==> src/core/drive_cfg_pkg.sv <==
// constants shared by the drive configuration register bank
//--------------------------------------------------------------
// What this block does
// - load stored configuration from flash at start
// - one configuration set, saved as a whole
// - explicit messages use object class 0x64
// - message instance is the register number
// - values are four bytes, MSB first
// - registers 5, 6, 7: velocity, acceleration, torque
// - torque linear, 1023 equals 300 percent peak
// - value 2 to register 211 means save
// - save writes flash, then device resets itself
// - message writes change RAM only until saved
// - no network address settings via messages
// - mode 0 keeps drive passive, else active from one cycle after config_ready rises until one cycle after it falls
//--------------------------------------------------------------
package drive_cfg_pkg;
   // ---------------------------------------------------------
   // message path codes
   // ---------------------------------------------------------
   localparam logic [7:0] REG_CLASS = 8'h64;
   localparam logic [7:0] SVC_GET_SINGLE = 8'h0e;
   localparam logic [7:0] SVC_SET_SINGLE = 8'h10;
   localparam logic [7:0] ATTR_VALUE = 8'h01;
   localparam int MSG_BYTES = 4;
   // ---------------------------------------------------------
   // register numbers (instances)
   // ---------------------------------------------------------
   localparam logic [7:0] INST_MODE = 8'h02;
   localparam logic [7:0] INST_VELOCITY = 8'h05;
   localparam logic [7:0] INST_ACCEL = 8'h06;
   localparam logic [7:0] INST_TORQUE = 8'h07;
   localparam logic [7:0] INST_COMMAND = 8'hd3;
   localparam logic [31:0] CMD_SAVE_FLASH = 32'h0000_0002;
   // ---------------------------------------------------------
   // configuration set layout: slot index and flash word
   // ---------------------------------------------------------
   localparam int CFG_WORDS = 4;
   localparam logic [1:0] SLOT_MODE = 2'h0;
   localparam logic [1:0] SLOT_VELOCITY = 2'h1;
   localparam logic [1:0] SLOT_ACCEL = 2'h2;
   localparam logic [1:0] SLOT_TORQUE = 2'h3;
   localparam logic [31:0] CFG_RESET_VALUE = 32'h0000_0000;
   localparam logic [31:0] MODE_PASSIVE = 32'h0000_0000;
   // ---------------------------------------------------------
   // torque scaling
   // ---------------------------------------------------------
   localparam logic [9:0] TORQUE_FULL_SCALE = 10'h3ff;
   localparam int TORQUE_PEAK_PERCENT = 300;
   // ---------------------------------------------------------
   // answer status codes
   // ---------------------------------------------------------
   localparam logic [7:0] ST_SUCCESS = 8'h00;
   localparam logic [7:0] ST_BAD_PATH = 8'h05;
   localparam logic [7:0] ST_BAD_SERVICE = 8'h08;
   localparam logic [7:0] ST_BAD_VALUE = 8'h09;
   localparam logic [7:0] ST_STATE_CONFLICT = 8'h0c;
   localparam logic [7:0] ST_BAD_ATTRIBUTE = 8'h14;
   // ---------------------------------------------------------
   // control states
   // ---------------------------------------------------------
   typedef enum logic [5:0] {
      ST_LOAD = 6'b000001,
      ST_IDLE = 6'b000010,
      ST_DATA = 6'b000100,
      ST_SAVE = 6'b001000,
      ST_RESET = 6'b010000,
      ST_WAIT = 6'b100000
   } ctrl_state_e;
endpackage

==> src/core/msg_word_pack.sv <==
// collects four message bytes, most significant first, into one word
`timescale 1ns/1ps
module msg_word_pack (
   input wire logic core_clk,
   input wire logic rst,
   input wire logic clear,
   input wire logic byte_valid,
   input wire logic [7:0] byte_in,
   output logic [31:0] word_q,
   output logic done_q
);
   import drive_cfg_pkg::*;

   logic [1:0] count_q;

   // shift in bytes, first byte ends up on top
   always_ff @(posedge core_clk) begin
      if (rst || clear) begin
         word_q <= 32'h0000_0000;
         count_q <= 2'h0;
         done_q <= 1'b0;
      end else begin
         done_q <= 1'b0;
         if (byte_valid) begin
            word_q <= {word_q[23:0], byte_in};
            count_q <= count_q + 2'h1;
            done_q <= (count_q == 2'(MSG_BYTES - 1));
         end
      end
   end
endmodule

==> src/core/drive_cfg_regs.sv <==
// drive configuration register bank behind the explicit message path
`timescale 1ns/1ps
module drive_cfg_regs (
   input wire logic core_clk,
   input wire logic rst,
   input wire logic msg_start,
   input wire logic [7:0] msg_service,
   input wire logic [7:0] msg_class,
   input wire logic [7:0] msg_instance,
   input wire logic [7:0] msg_attribute,
   input wire logic msg_byte_valid,
   input wire logic [7:0] msg_byte,
   output logic rsp_valid,
   output logic [7:0] rsp_status,
   output logic [31:0] rsp_data,
   output logic flash_rd,
   output logic flash_wr,
   output logic [1:0] flash_addr,
   output logic [31:0] flash_wdata,
   input wire logic [31:0] flash_rdata,
   input wire logic flash_ack,
   output logic self_reset,
   output logic config_ready,
   output logic drive_enable,
   output logic [31:0] requested_velocity,
   output logic [31:0] requested_acceleration,
   output logic [31:0] torque_limit,
   output logic [9:0] torque_level
);
   import drive_cfg_pkg::*;

   // ---------------------------------------------------------
   // declarations
   // ---------------------------------------------------------
   ctrl_state_e state_q;
   logic [31:0] cfg_q [CFG_WORDS];
   logic [1:0] idx_q;
   logic rd_open_q;
   logic pending_q;
   logic [7:0] svc_q;
   logic [7:0] cls_q;
   logic [7:0] inst_q;
   logic [7:0] attr_q;
   logic [31:0] word;
   logic word_done;
   logic pack_clear;
   logic hdr_ok;
   logic [7:0] hdr_status;
   logic [1:0] slot;
   logic slot_hit;
   logic is_cmd;
   logic rsp_valid_q;
   logic [7:0] rsp_status_q;
   logic [31:0] rsp_data_q;
   logic flash_rd_q;
   logic flash_wr_q;
   logic [31:0] flash_wdata_q;
   logic self_reset_q;
   logic ready_q;
   logic enable_q;
   logic [9:0] torque_q;

   // ---------------------------------------------------------
   // byte assembly of the request value
   // ---------------------------------------------------------
   assign pack_clear = msg_start;

   msg_word_pack u_pack (
      .core_clk(core_clk),
      .rst(rst),
      .clear(pack_clear),
      .byte_valid(msg_byte_valid && (state_q == ST_DATA)),
      .byte_in(msg_byte),
      .word_q(word),
      .done_q(word_done)
   );

   // ---------------------------------------------------------
   // request decode
   // ---------------------------------------------------------
   // register number picks a configuration slot directly
   always_comb begin
      slot = SLOT_MODE;
      slot_hit = 1'b1;
      is_cmd = (inst_q == INST_COMMAND);
      unique case (inst_q)
         INST_MODE: slot = SLOT_MODE;
         INST_VELOCITY: slot = SLOT_VELOCITY;
         INST_ACCEL: slot = SLOT_ACCEL;
         INST_TORQUE: slot = SLOT_TORQUE;
         default: slot_hit = 1'b0; // network settings not reachable here
      endcase
   end

   // header check: class, service, attribute, register number
   always_comb begin
      hdr_ok = 1'b0;
      hdr_status = ST_SUCCESS;
      if (cls_q != REG_CLASS) begin
         hdr_status = ST_BAD_PATH;
      end else if (svc_q != SVC_SET_SINGLE && svc_q != SVC_GET_SINGLE) begin
         hdr_status = ST_BAD_SERVICE;
      end else if (attr_q != ATTR_VALUE) begin
         hdr_status = ST_BAD_ATTRIBUTE;
      end else if (!slot_hit && !is_cmd) begin
         hdr_status = ST_BAD_PATH; // unknown register rejected
      end else if (is_cmd && svc_q == SVC_GET_SINGLE) begin
         hdr_status = ST_BAD_SERVICE; // command register is write only
      end else begin
         hdr_ok = 1'b1;
      end
   end

   // ---------------------------------------------------------
   // header latch
   // ---------------------------------------------------------
   always_ff @(posedge core_clk) begin
      if (rst) begin
         svc_q <= 8'h00;
         cls_q <= 8'h00;
         inst_q <= 8'h00;
         attr_q <= 8'h00;
         pending_q <= 1'b0;
      end else begin
         pending_q <= 1'b0;
         if (msg_start) begin
            svc_q <= msg_service;
            cls_q <= msg_class;
            inst_q <= msg_instance;
            attr_q <= msg_attribute;
            pending_q <= 1'b1;
         end
      end
   end

   // ---------------------------------------------------------
   // control sequence: load, serve, save, self reset
   // ---------------------------------------------------------
   always_ff @(posedge core_clk) begin
      if (rst) begin
         state_q <= ST_LOAD;
         idx_q <= 2'h0;
         rd_open_q <= 1'b0;
         flash_rd_q <= 1'b0;
         flash_wr_q <= 1'b0;
         flash_wdata_q <= 32'h0000_0000;
         self_reset_q <= 1'b0;
         ready_q <= 1'b0;
         rsp_valid_q <= 1'b0;
         rsp_status_q <= ST_SUCCESS;
         rsp_data_q <= 32'h0000_0000;
         for (int i = 0; i < CFG_WORDS; i++) begin
            cfg_q[i] <= CFG_RESET_VALUE;
         end
      end else begin
         flash_rd_q <= 1'b0;
         flash_wr_q <= 1'b0;
         self_reset_q <= 1'b0;
         rsp_valid_q <= 1'b0;
         unique case (state_q)
            // copy the stored set into working RAM, one word per ack
            ST_LOAD: begin
               ready_q <= 1'b0;
               if (flash_ack) begin
                  cfg_q[idx_q] <= flash_rdata;
                  idx_q <= idx_q + 2'h1;
                  if (idx_q == 2'(CFG_WORDS - 1)) begin
                     state_q <= ST_IDLE;
                     ready_q <= 1'b1;
                     rd_open_q <= 1'b0;
                  end else begin
                     flash_rd_q <= 1'b1;
                  end
               end else if (!rd_open_q) begin
                  // one read in flight only, a repeat would restart the flash
                  flash_rd_q <= 1'b1;
                  rd_open_q <= 1'b1;
               end
               if (pending_q) begin
                  rsp_valid_q <= 1'b1;
                  rsp_status_q <= ST_STATE_CONFLICT;
                  rsp_data_q <= 32'h0000_0000;
               end
            end
            // take a new request
            ST_IDLE: begin
               if (pending_q) begin
                  if (hdr_ok && svc_q == SVC_SET_SINGLE) begin
                     state_q <= ST_DATA;
                  end else begin
                     rsp_valid_q <= 1'b1;
                     rsp_status_q <= hdr_status;
                     rsp_data_q <= hdr_ok ? cfg_q[slot] : 32'h0000_0000;
                  end
               end
            end
            // wait for the four value bytes, then apply
            ST_DATA: begin
               if (pending_q) begin
                  state_q <= ST_IDLE; // new header aborts the write and gets a busy answer here
                  rsp_valid_q <= 1'b1;
                  rsp_status_q <= ST_STATE_CONFLICT;
                  rsp_data_q <= 32'h0000_0000;
               end else if (word_done) begin
                  rsp_valid_q <= 1'b1;
                  rsp_data_q <= 32'h0000_0000;
                  state_q <= ST_IDLE;
                  if (is_cmd) begin
                     if (word == CMD_SAVE_FLASH) begin
                        rsp_status_q <= ST_SUCCESS;
                        state_q <= ST_SAVE;
                        idx_q <= 2'h0;
                        flash_wr_q <= 1'b1;
                        flash_wdata_q <= cfg_q[0];
                        ready_q <= 1'b0;
                     end else begin
                        rsp_status_q <= ST_BAD_VALUE;
                     end
                  end else begin
                     cfg_q[slot] <= word; // RAM only
                     rsp_status_q <= ST_SUCCESS;
                  end
               end
            end
            // write the single set into flash, word by word
            ST_SAVE: begin
               if (pending_q) begin
                  rsp_valid_q <= 1'b1;
                  rsp_status_q <= ST_STATE_CONFLICT;
                  rsp_data_q <= 32'h0000_0000;
               end
               if (flash_ack) begin
                  idx_q <= idx_q + 2'h1;
                  if (idx_q == 2'(CFG_WORDS - 1)) begin
                     state_q <= ST_RESET;
                  end else begin
                     flash_wr_q <= 1'b1;
                     flash_wdata_q <= cfg_q[idx_q + 2'h1];
                  end
               end
            end
            // announce self reset, drop RAM, reload from flash
            ST_RESET: begin
               self_reset_q <= 1'b1;
               idx_q <= 2'h0;
               rd_open_q <= 1'b0;
               state_q <= ST_WAIT;
               for (int i = 0; i < CFG_WORDS; i++) begin
                  cfg_q[i] <= CFG_RESET_VALUE;
               end
               // a header arriving now still gets a busy answer
               if (pending_q) begin
                  rsp_valid_q <= 1'b1;
                  rsp_status_q <= ST_STATE_CONFLICT;
                  rsp_data_q <= 32'h0000_0000;
               end
            end
            ST_WAIT: begin
               state_q <= ST_LOAD;
               if (pending_q) begin
                  rsp_valid_q <= 1'b1;
                  rsp_status_q <= ST_STATE_CONFLICT;
                  rsp_data_q <= 32'h0000_0000;
               end
            end
         endcase
      end
   end

   // ---------------------------------------------------------
   // drive outputs: enable and torque level
   // ---------------------------------------------------------
   // passive from one cycle after mode holds zero or the set is not loaded
   always_ff @(posedge core_clk) begin
      if (rst) begin
         enable_q <= 1'b0;
      end else begin
         enable_q <= ready_q && (cfg_q[SLOT_MODE] != MODE_PASSIVE);
      end
   end

   // linear torque, clamped at full scale (peak torque)
   always_ff @(posedge core_clk) begin
      if (rst) begin
         torque_q <= 10'h000;
      end else if (cfg_q[SLOT_TORQUE] > {22'h000000, TORQUE_FULL_SCALE}) begin
         torque_q <= TORQUE_FULL_SCALE;
      end else begin
         torque_q <= cfg_q[SLOT_TORQUE][9:0];
      end
   end

   // ---------------------------------------------------------
   // port assignments, all from flip-flops
   // ---------------------------------------------------------
   assign rsp_valid = rsp_valid_q;
   assign rsp_status = rsp_status_q;
   assign rsp_data = rsp_data_q;
   assign flash_rd = flash_rd_q;
   assign flash_wr = flash_wr_q;
   assign flash_addr = idx_q;
   assign flash_wdata = flash_wdata_q;
   assign self_reset = self_reset_q;
   assign config_ready = ready_q;
   assign drive_enable = enable_q;
   assign requested_velocity = cfg_q[SLOT_VELOCITY];
   assign requested_acceleration = cfg_q[SLOT_ACCEL];
   assign torque_limit = cfg_q[SLOT_TORQUE];
   assign torque_level = torque_q;
endmodule

==> config.mk <==
export PLATFORM = sky130hd
export DESIGN_NAME = drive_cfg_regs
export DESIGN_NICKNAME = d
export VERILOG_FILES = /design/src/core/drive_cfg_pkg.sv /design/src/core/msg_word_pack.sv /design/src/core/drive_cfg_regs.sv
export SDC_FILE = /design/constraint.sdc
export NUM_CORES = 1
export LEC_CHECK = 0
export BUFFER_PORTS_ARGS = -buffer_cell sky130_fd_sc_hd__buf_2
export CAP_MARGIN = 25
export CORE_AREA = 8 8 180 182
export CTS_CLUSTER_DIAMETER = 50
export DETAILED_ROUTE_END_ITERATION = 6
export DIE_AREA = 0 0 188 190
export PLACE_DENSITY = 0.72
export SYNTH_ARGS = -nofsm -noshare
export SYNTH_HDL_FRONTEND = slang
export SYNTH_SLANG_ARGS = --single-unit
==> constraint.sdc <==
create_clock -name core_clk -period 3.8 [get_ports core_clk]
set_input_delay 1.14 -clock core_clk [delete_from_list [all_inputs] [get_ports core_clk]]
set_output_delay 1.14 -clock core_clk [all_outputs]
set_load 0.005 [all_outputs]
---- Yosys cells after proc, flatten, opt, wreduce, memory -nomap -nowiden ----
Memory sizes are Yosys's and may differ from the RTL's.
Cells that the tools add are included.
cells by class
  add/sub/neg operators ................... 2
  order comparisons ....................... 1
  eq/ne operators ......................... 36
  mux-type cells .......................... 103
  bitwise operators ....................... 6
  reduce and logical (&&, ||, !) cells .... 27
operator list
  cell                    count
  $mux W32                18
  $pmux W32 S3            1
  $pmux W32 S2            1
  $reduce_or A32 Y1       2
  $mux W6                 8
  $mux W8                 6
  $mux W1                 45
  $pmux W6 S6             1
  $eq A32 B2 Y1 const B   1
  $gt A32 B10 Y1 const B  1
  $reduce_bool A32 Y1     1
  $eq A8 B3 Y1 const B    3
  $pmux W8 S3             1
  $mux W4                 5
  $ne A2 B2 Y1 const B    10
  $mux W5                 3
  $mux W2                 7
  $reduce_and A7 Y1       2
  $pmux W2 S3             2
  $mux W10                1
  $eq A8 B2 Y1 const B    1
  $eq A8 B4 Y1 const B    1
  $eq A8 B5 Y1 const B    1
  $eq A8 B8 Y1 const B    1
  30 further kinds        52
word-level totals
  flip-flop bits (word level) ............. 165
  memory bits (writable) .................. 128
  logic and storage cells ................. 197
  memories kept ........................... 1
memory list
  name   depth  width  read ports  clocked after Yosys merged registers in  wr ports  RTL line              RTL
  cfg_q  4      32     6           0                                        4         drive_cfg_regs.sv:36  logic [31:0] cfg_q [CFG_WORDS];

---- Depth between registers and ports, before layout ----
Gate-level depths: netlist (run 1).
  depth in word-level cells ............... 13
  gate-level depth with buffers ........... 8
  gate-level depth less buffers ........... 6

---- Hierarchy ----
A second synthesis (run 1) with hierarchy kept.
unflattened totals
  cell total of the unflattened synthesis .. 1141
  area, all modules ....................... 13108.8 um^2
modules (own cells, without submodules)
  module          times used  cells an instance  area an instance (um^2)
  drive_cfg_regs  1           1026               11811.3
  msg_word_pack   1           115                1297.5

---- Worst setup path before layout (run 1) ----
OpenSTA, ideal clock, no wires.
  kind .................................... input to register
  start ................................... input port rst
  end ..................................... memory cfg_q[1][0], enable pin
  library setup time ...................... 0.478 ns
  arrival ................................. 2.942 ns
  data required time ...................... 3.322 ns
  slack ................................... 0.380 ns
  cell stages on the path ................. 6
  path buffers ............................ 3
  cell sequence ........................... clkbuf_1 nor4_1 buf_2 a32oi_1 clkbuf_1 nand2_1
RTL lines
  item                RTL line              RTL
  start: declaration  drive_cfg_regs.sv:5   input wire logic rst,
  end: declaration    drive_cfg_regs.sv:36

---- Worst setup path after layout (run 1) ----
  start ................................... register idx_q[0] (netlist: flash_addr[0])
  end ..................................... output port flash_addr[0]
RTL lines
  item                      RTL line               RTL
  start: declaration        drive_cfg_regs.sv:37   logic [1:0] idx_q;
  start signal: assignment  drive_cfg_regs.sv:166  idx_q <= idx_q + 2'h1;
  start signal: assignment  drive_cfg_regs.sv:233  idx_q <= idx_q + 2'h1;
  end: declaration          drive_cfg_regs.sv:18   output logic [1:0] flash_addr,
No word-level cell between the ends.

==> results.yml, run 1 <==
outcome:
  outcome: "complete, no violations"
sta:
  hold-worst-slack_ns: 0.453
  rsz0062_at_grt: "no"
  tns_ns: 0
  worst_slack_ns: 0.923
  period_needed_ns: 2.88
  fin_skew_ns: 0.0258
  slew_violations: 0
  slew_headroom_pct: 35.5
  hold_viol: 0
  max_clock_freq_ghz: 0.348
  worst_pin_slew_ns: 0.967
  fin_crit_sh_pct: 75.7
  finalSetupViolations: 0
pwr:
  totalPowerFinal_uw: 7740
  p_leak_uw: 0.00659
  power.density_nw_per_um2: 484
  ir_worst_vdd_mv: 0.321
synth:
  ys.flop_type: "dfxtp_1"
  synth_most_common_cell: "nor2_1"
  synth.top_cells.by_area: "edfxtp_1, dfxtp_1, mux2i_1"
  synth-edff-count: 128
  netlist_instances: 1205
  synth.avg_cell_area_um2: 10.9
  synth_cell_types: 72
  syn_area_um2: 13100
  ys_seq_area_share_pct: 53.9
  yosysTopAreaCellShare_pct: 29.3
  ys_ff_latch: 289
  synth_top_area_cell: "edfxtp_1"
  ys_warn_count: 0
  synthArstFlopShare_pct: 0
  yosys-top-cells-count: "nor2_1, dfxtp_1, nand2_1"
setup_path:
  crit_arrival_ns: 1.74
  reg2reg_from: "state_q[5]"
  r2r_slack_ns: 0.98
  crit_chain: "buf_4, buf_2"
  crit_path_end_kind: "output pin"
  reg2reg_depth: 6
  critPathMaxStageDelay_ns: 0.62
  reg2reg_to: "flash_wdata[22]"
  cp_max_fo: 38
  slowest_stage: "buf_4"
  required_ns: 2.66
  worst-setup-path-type: "register to output pin"
  start_kind: "register"
place:
  place.gp.congestion: 0.861
  hpwl_um: 27900
  place_area_um2: 14800
  pre_cts_slack_ns: 0.653
  io_buffer_count: 258
global_routing:
  grt_pass1_vias: 10631
  grt_pass1_wl_um: 61700
  antenna_found_initial: 12
  grt.total_usage_pct: 21.7
  grt_overflow: 0
  grt_max_degree: 71
route:
  wl_um: 39700
  drt.antenna.violating_nets: 0
  vias: 10522
  dr.pass1.iters: 7
  wire_per_inst_um: 21.2
  drc: 0
  drtIter0Drc: 880
  via_per_inst: 5.63
layout:
  multi_input_area_um2: 5610
  ff_latch_area_um2: 7070
  final_area_um2: 16000
  fillers: 2539
  layout-drive-gt1-share_pct: 28.5
  area_growth_pct: 22.0
  nNetsFinal: 1526
flow_run:
  cap_violations: 0
clock_tree:
  clock_path_buffers: 3
  clkTransAtPathRegs_ns: 0.06
  clkSinkCount: 289
  cts_root_buffer: "clkbuf_16"
  cts_made_buffers: 36
  cts_tree: "built"
  postCtsSetupBuffers: 0
  post_cts_resized: 0
  clk_latency_ns: 0.53
  postCtsHoldBufs: 0
  htree_levels: 2
hold_path:
  hp-start: "flash_wdata[12]"
  hold_path_depth: 2
  holdPathEnd: "flash_wdata[12]"
  worstHoldPathType: "register to register"
die:
  io_pins: 263
  die_h_um: 190
  die_x_um: 188
  die_area_um2: 35700
  coreArea_um2: 29400
  initial_core_util_pct: 44.6
  num_rows: 63
logic make-up after synthesis:
kind of cell / after synthesis / share of synthesized area, %
flip-flops: 289 / 53.9
multiplexers: 192 / 18.0
buffers and inverters: 105 / 3.79
other: 1 / 0.0286
AO/OA/AOI/OAI: 162 / 8.41
XOR/XNOR: 4 / 0.267
AND/OR/NAND/NOR: 450 / 15.4
adder cells (fa/ha/maj): 2 / 0.191
worst max path at each step:
stage	start	slack, ns	cells after the start	to
global route	state_q[5]	0.86	7	cfg_q[0][22]
CTS	flash_addr[0]	0.92	2	flash_addr[0]
detailed placement	rst	0.65	6	cfg_q[0][3]
global placement	rst	0.72	6	cfg_q[0][30]
floorplan	rst	0.38	6	cfg_q[1][0]
finish	flash_addr[0]	0.92	2	flash_addr[0]
registers in the layout (all words and copies together), names as in the netlist, 2 cells and up:
signal	flops
cfg_q	128
rsp_status	4
svc_q	8
flash_addr	2
flash_wdata	32
torque_level	10
cls_q	8
rsp_data	32
u_pack.word_q	32
inst_q	8
u_pack.count_q	2
state_q	6
attr_q	8
cell type report:
class | count | area share [%]
timing repair buffer | 289 | 9.69
tap | 390 | 3.05
clock buffer | 45 | 6.16
sequential | 289 | 44.2
clock inverter | 19 | 1.38
multi-input combinational | 814 | 35.0
antenna | 5 | 0.0782
inverter | 17 | 0.399
placed cells by master, fill, tap and decap left out, drive strengths merged, types with 8 or more instances in the layout:
cell type	n
dfxtp	161
edfxtp	128
nand2	144
nor2	207
buf	289
mux2	33
mux2i	127
a21oi	85
o21ai	8
nand4	8
clkinv	10
clkbuf	45
a22o	32
nor4	30
inv	21
mux4	32
metrics by stage:
stage	util [%]	std cells
2_1_floorplan	-	1208
6_report	54.4	1868
5_1_grt	54.4	1867
4_1_cts	54.4	1863
3_5_place_dp	50.2	1799
3_3_place_gp	50.2	1799
critical path, delay by kind of cell (launching register included):
| family | cells | cell delay [ns] |
|---|---|---|
| buffers and inverters | 2 | 0.86 |
| DFF | 1 | 0.35 |
power breakdown:
group | switching (uW) | internal [uW]
sequential | 118 | 3380
clock | 1350 | 2070
combinational | 497 | 329
total | 1960 | 5780
per-layer routing:
| layer | GRT usage [%] | vias up | share of wire (%) |
|---|---|---|---|
| li1 | - | 4832 | - |
| met1 | 26.6 | 5013 | 40 |
| met2 | 34.3 | 553 | 46 |
| met5 | 0 | - | 0.25 |
| met3 | 6.55 | 110 | 9.6 |
| met4 | 11.0 | 14 | 4.3 |
No activity file was read; power rests on OpenSTA's default activity.
==> inputs of run 2 (changes only) <==
ABC_AREA = 1   (was default)
CORE_AREA = 8 8 186 188   (was 8 8 180 182)
DIE_AREA = 0 0 194 196   (was 0 0 188 190)
PLACE_DENSITY = 0.74   (was 0.72)
clock period = 2.6 ns   (was 3.8 ns; I/O delays follow)
==> results.yml, run 2 <==
outcome:
  outcome: "complete, no violations"
synth:
  synth.top_cells.by_area: "edfxtp_1, dfxtp_1, nand2_1"
  yosysTopAreaCellShare_pct: 27.6
  yosys-top-cells-count: "nand2_1, nor2_1, inv_1"
  synth_cell_types: 37
  ys.flop_type: "dfxtp_1"
  synthAdderAreaFrac_pct: 0.180
  synth_top_area_cell: "edfxtp_1"
  muxShareOfSynthArea_pct: 0
  synth_compound_area_share_pct: 13.8
  synth_most_common_cell: "nand2_1"
  synth-xor-area-share_pct: 0.0628
  synth.avg_cell_area_um2: 7.52
  netlist_instances: 1854
  ys_seq_area_share_pct: 50.7
  synth-edff-count: 128
  synthArstFlopShare_pct: 0
  syn_area_um2: 13900
  yosys.area_share.simple_pct: 26.0
  ys_ff_latch: 289
  ys_warn_count: 0
  synth_top_family_by_area: "simple AND/OR/NAND/NOR gates"
layout:
  area_growth_pct: 22.5
  final_cell_mix: "nand2_1, nor2_1, buf_2"
  instances_no_fill: 2524
  nNetsFinal: 2166
  fillers: 3041
  largest_reg_flops: 128
  layout-drive-gt1-share_pct: 19.0
  top_register: "cfg_q"
  layout_commonest_cell: "nand2_1"
die:
  io_pins: 263
  die_area_um2: 38000
  initial_core_util_pct: 43.7
  die_h_um: 196
  coreArea_um2: 31900
  num_rows: 66
  die_x_um: 194
setup_path:
  start_kind: "register"
  crit_start: "state_q[0]"
  required_ns: 2.83
  reg2reg_from: "state_q[0]"
  cp_max_fo: 8
  crit_arrival_ns: 2.59
  worst-setup-path-type: "register to register"
  crit_path_end_kind: "register"
sta:
  fin_crit_sh_pct: 91.1
  tns_ns: 0
  hold_viol: 0
  slew_headroom_pct: 55.9
  finalSetupViolations: 0
  rsz0062_at_grt: "no"
  slew_violations: 0
  worst_pin_slew_ns: 0.661
  worst_slack_ns: 0.232
  fin_skew_ns: 0.0308
  period_needed_ns: 2.37
  max_clock_freq_ghz: 0.422
global_routing:
  grt_max_degree: 71
  grt_pass1_vias: 12578
  grt.total_usage_pct: 24.6
  antenna_found_initial: 0
  grt_pass1_wl_um: 74200
  grt_overflow: 0
route:
  via_per_inst: 5.34
  vias: 13476
  drt.antenna.violating_nets: 0
  wl_um: 48600
  drc: 0
  drtIter0Drc: 1787
  dr.pass1.iters: 5
  wire_per_inst_um: 19.2
clock_tree:
  htree_levels: 2
  clkSinkCount: 289
  clock_path_buffers: 3
  cts_tree: "built"
  postCtsHoldBufs: 0
  cts_made_buffers: 36
  clk_latency_ns: 0.53
  cts_root_buffer: "clkbuf_16"
  clkTransAtPathRegs_ns: 0.06
pwr:
  ir_worst_vdd_mv: 0.485
  p_sw_uw: 5230
  power.density_nw_per_um2: 893
  pwr-share-seq_pct: 38.9
  p_int_uw: 10000
  p_sw_share_pct: 34.3
  p_leak_uw: 0.00783
  pwr-share-clk_pct: 33.2
  p_comb_share_pct: 27.9
place:
  io_buffer_count: 258
  pre_cts_slack_ns: 0.117
  placedCellCount: 2457
  hpwl_um: 36600
  place.gp.congestion: 0.961
hold_path:
  worstHoldPathType: "primary input to register"
  hp-start: "msg_class[7]"
flow_run:
  cap_violations: 0
[run 2: cell types whose count changed in the layout (fill, tap and decap cells not counted), sizes merged, moves of 21 or more]
cell,before,now
nand2,144,356
inv,21,213
o21ai,8,189
nor2,207,346
nand3,7,141
mux2i,127,0
mux2,33,0
mux4,32,0
a21oi,85,116
a22o,32,3
a31oi,3,31
nor4,30,9
[run 2: worst max-delay path, stage by stage (launching register included)]
cell and delay, ns:
dfxtp_1 0.35, nor2_2 0.23, nand4_4 0.18, nor2_4 0.17, inv_2 0.06, nor2_4 0.18, inv_2 0.08, o21ai_2 0.26
nand3_2 0.17, nand2_4 0.18, buf_4 0.21
[run 2: area by class of cell]
type                       instances  area, um^2  area share [%]
clock buffer                      43         990            5.80
multi-input combinational       1241        5650            33.1
inverter                         212         796            4.66
sequential                       289        7070            41.4
timing repair buffer             307        1810            10.6
clock inverter                    22         241            1.41
antenna                            2        5.00          0.0293
tap                              408         510            2.99
[run 2: worst paths after layout]
check                endpoint  slack [ns]  depth (start not counted)
hold reg to reg      cls_q[7]        0.46                          2
hold / removal       cls_q[7]        0.44                          3
setup reg to reg  cfg_q[2][4]        0.23                         10
setup / recovery  cfg_q[2][4]        0.23                         10
[run 2: timing repair]
action | 4_1_cts | 5_1_grt
hold endpoints to repair | 0 | 0
endpoints found under the setup margin | 0 | 18
resized for setup | 0 | 1
setup buffers | 0 | 0
[run 2: cell families (layout without fill, tap and decap cells)]
group           after synthesis  count (layout)
compound gates              359             359
xor+xnor                      1               1
fa+ha+maj                     2               2
buf+inv                     327             584
flops                       289             289
other cells                   1               6
simple gates                875             875
[run 2: per-stage QoR]
| stage | utilization [%] | instance area [um^2] | hold slack [ns] | power, uW |
|---|---|---|---|---|
| after global placement | 49.7 | 15800 | 0.440 | 10100 |
| after CTS | 53.5 | 17100 | 0.428 | 15300 |
| after detailed placement | 49.7 | 15800 | 0.440 | 10200 |
| after global routing | 53.6 | 17100 | 0.443 | 16000 |
| final | 53.6 | 17100 | 0.438 | 15200 |
| after floorplan | - | 14000 | 0.426 | 8500 |
[run 2: power by group through the flow]
stage                     sequential (uW)  clock, uW  combinational (uW)
after detailed placement             6000          0                4200
after global routing                 5990       5320                4730
final                                5930       5070                4250
after floorplan                      5890          0                2610
after global placement               5980          0                4150
after CTS                            5910       5130                4220
[run 2: per-layer routing]
layer  global-route usage (%)  share of wire [%]
met5                        0                  0
met4                     7.89                3.0
met1                     34.2                 44
met2                     37.8                 44
met3                     5.35                9.1
==> inputs of run 3 (changes only) <==
REMOVE_ABC_BUFFERS = 1   (was default)
==> results.yml, run 3 (synthesis gave the netlist of run 2 again) <==
clock_tree:
  htree_levels: 2
  post_cts_resized: 0
  cts_tree: "built"
  postCtsSetupBuffers: 0
  cts_made_buffers: 35
  postCtsHoldBufs: 0
  clkTransAtPathRegs_ns: 0.06
  clock_path_buffers: 3
  cts_root_buffer: "clkbuf_16"
  clk_latency_ns: 0.52
  clkSinkCount: 289
sta:
  slew_headroom_pct: 50.6
  rsz0062_at_grt: "no"
  hold_viol: 0
  fin_crit_sh_pct: 90.4
  slew_violations: 0
  period_needed_ns: 2.35
  max_clock_freq_ghz: 0.426
  hold-worst-slack_ns: 0.455
  worst_pin_slew_ns: 0.741
  fin_skew_ns: 0.0143
  finalSetupViolations: 0
  tns_ns: 0
pwr:
  p_leak_uw: 0.00779
  power.density_nw_per_um2: 881
  ir_worst_vdd_mv: 0.456
place:
  hpwl_um: 34700
  io_buffer_count: 258
  place_area_um2: 15800
  place.gp.congestion: 0.885
setup_path:
  required_ns: 2.84
  crit_arrival_ns: 2.59
  worst-setup-path-type: "register to register"
  cp_max_fo: 32
  crit_path_end_kind: "register"
  start_kind: "register"
global_routing:
  grt_pass1_vias: 13457
  grt_max_degree: 71
  grt_pass1_wl_um: 74900
  grt.total_usage_pct: 24.6
  grt_overflow: 0
  antenna_found_initial: 5
die:
  initial_core_util_pct: 43.7
  num_rows: 66
  die_h_um: 196
  die_area_um2: 38000
  die_x_um: 194
  io_pins: 263
  coreArea_um2: 31900
route:
  drt.antenna.violating_nets: 0
  wire_per_inst_um: 19.1
  via_per_inst: 5.41
  drtIter0Drc: 1206
  dr.pass1.iters: 6
  wl_um: 48400
  drc: 0
  vias: 13727
outcome:
  outcome: "complete, no violations"
layout:
  multi_input_area_um2: 5630
  final_area_um2: 17000
  ff_latch_area_um2: 7070
  top_register: "cfg_q"
  fillers: 2993
  utilization_pct: 53.2
  layout-drive-gt1-share_pct: 19.0
  nNetsFinal: 2175
  largest_reg_flops: 128
  area_growth_pct: 21.7
  final_cell_mix: "nand2_1, nor2_1, buf_2"
  layout_commonest_cell: "nand2_1"
hold_path:
  worstHoldPathType: "register to register"
flow_run:
  cap_violations: 0
==> run 3: cell count changes in the layout (fill, tap and decap cells not counted), moves of 2 or more <==
cell      previous run  this run
nand2_4              4         0
buf_4               36        52
buf_12              12         7
clkinv_8             2         0
clkinv_1             4         2
clkbuf_1             3         8
diode_2              2         6
nand2_1            352       355
clkinv_4             6         2
==> run 3: power by group <==
| group | total (uW) | switching, uW | leakage (uW) | internal, uW |
|---|---|---|---|---|
| clock | 4830 | 1940 | 0.000549 | 2900 |
| combinational | 4280 | 2770 | 0.00460 | 1510 |
| sequential | 5840 | 409 | 0.00264 | 5430 |
| total | 15000 | 5120 | 0.00779 | 9840 |
==> run 3: layer usage <==
layer  track usage [%]  vias to the layer above  routed length (um)
met5                 0                        -                  22
met4              11.3                        4                1970
met3              6.27                      132                5020
met2              41.0                      749               22800
met1              29.6                     6319               18600
li1                  -                     6523                   -
==> run 3: worst paths after layout <==
path | start | endpoint | slack, ns | cells past startpoint
hold reg to reg | cls_q[7] | cls_q[7] | 0.46 | 2
hold / removal | cls_q[7] | cls_q[7] | 0.46 | 2
setup / recovery | state_q[0] | cfg_q[0][23] | 0.25 | 9
setup reg to reg | state_q[0] | cfg_q[0][23] | 0.25 | 9
==> run 3: final cells by class <==
cell class                      count  share of cell area, %
Tap cell                          408                   3.01
Sequential cell                   289                   41.7
Multi-Input combinational cell   1241                   33.1
Clock inverter                     14                  0.804
Inverter                          212                   4.69
Clock buffer                       48                   5.88
Antenna cell                        6                 0.0885
Timing Repair Buffer              317                   10.7
==> run 3: worst max-delay path: stages (launching register included) <==
cell     delay [ns]
dfxtp_1        0.35
nor2_2         0.22
nand4_4        0.18
nor2_4         0.20
inv_2          0.07
nor2_4         0.16
buf_4          0.35
nand2_1        0.14
o21ai_0        0.29
nor2_1         0.11
==> run 3: per-stage QoR <==
| step | setup slack [ns] | cells | total power (uW) |
|---|---|---|---|
| after detailed placement | 0.170 | 2467 | 10200 |
| after CTS | 0.275 | 2529 | 15000 |
| after floorplan | -3.56 | 1742 | 8320 |
| final | 0.251 | 2535 | 15000 |
| after global routing | 0.112 | 2532 | 15700 |
| after global placement | 0.207 | 2467 | 10100 |
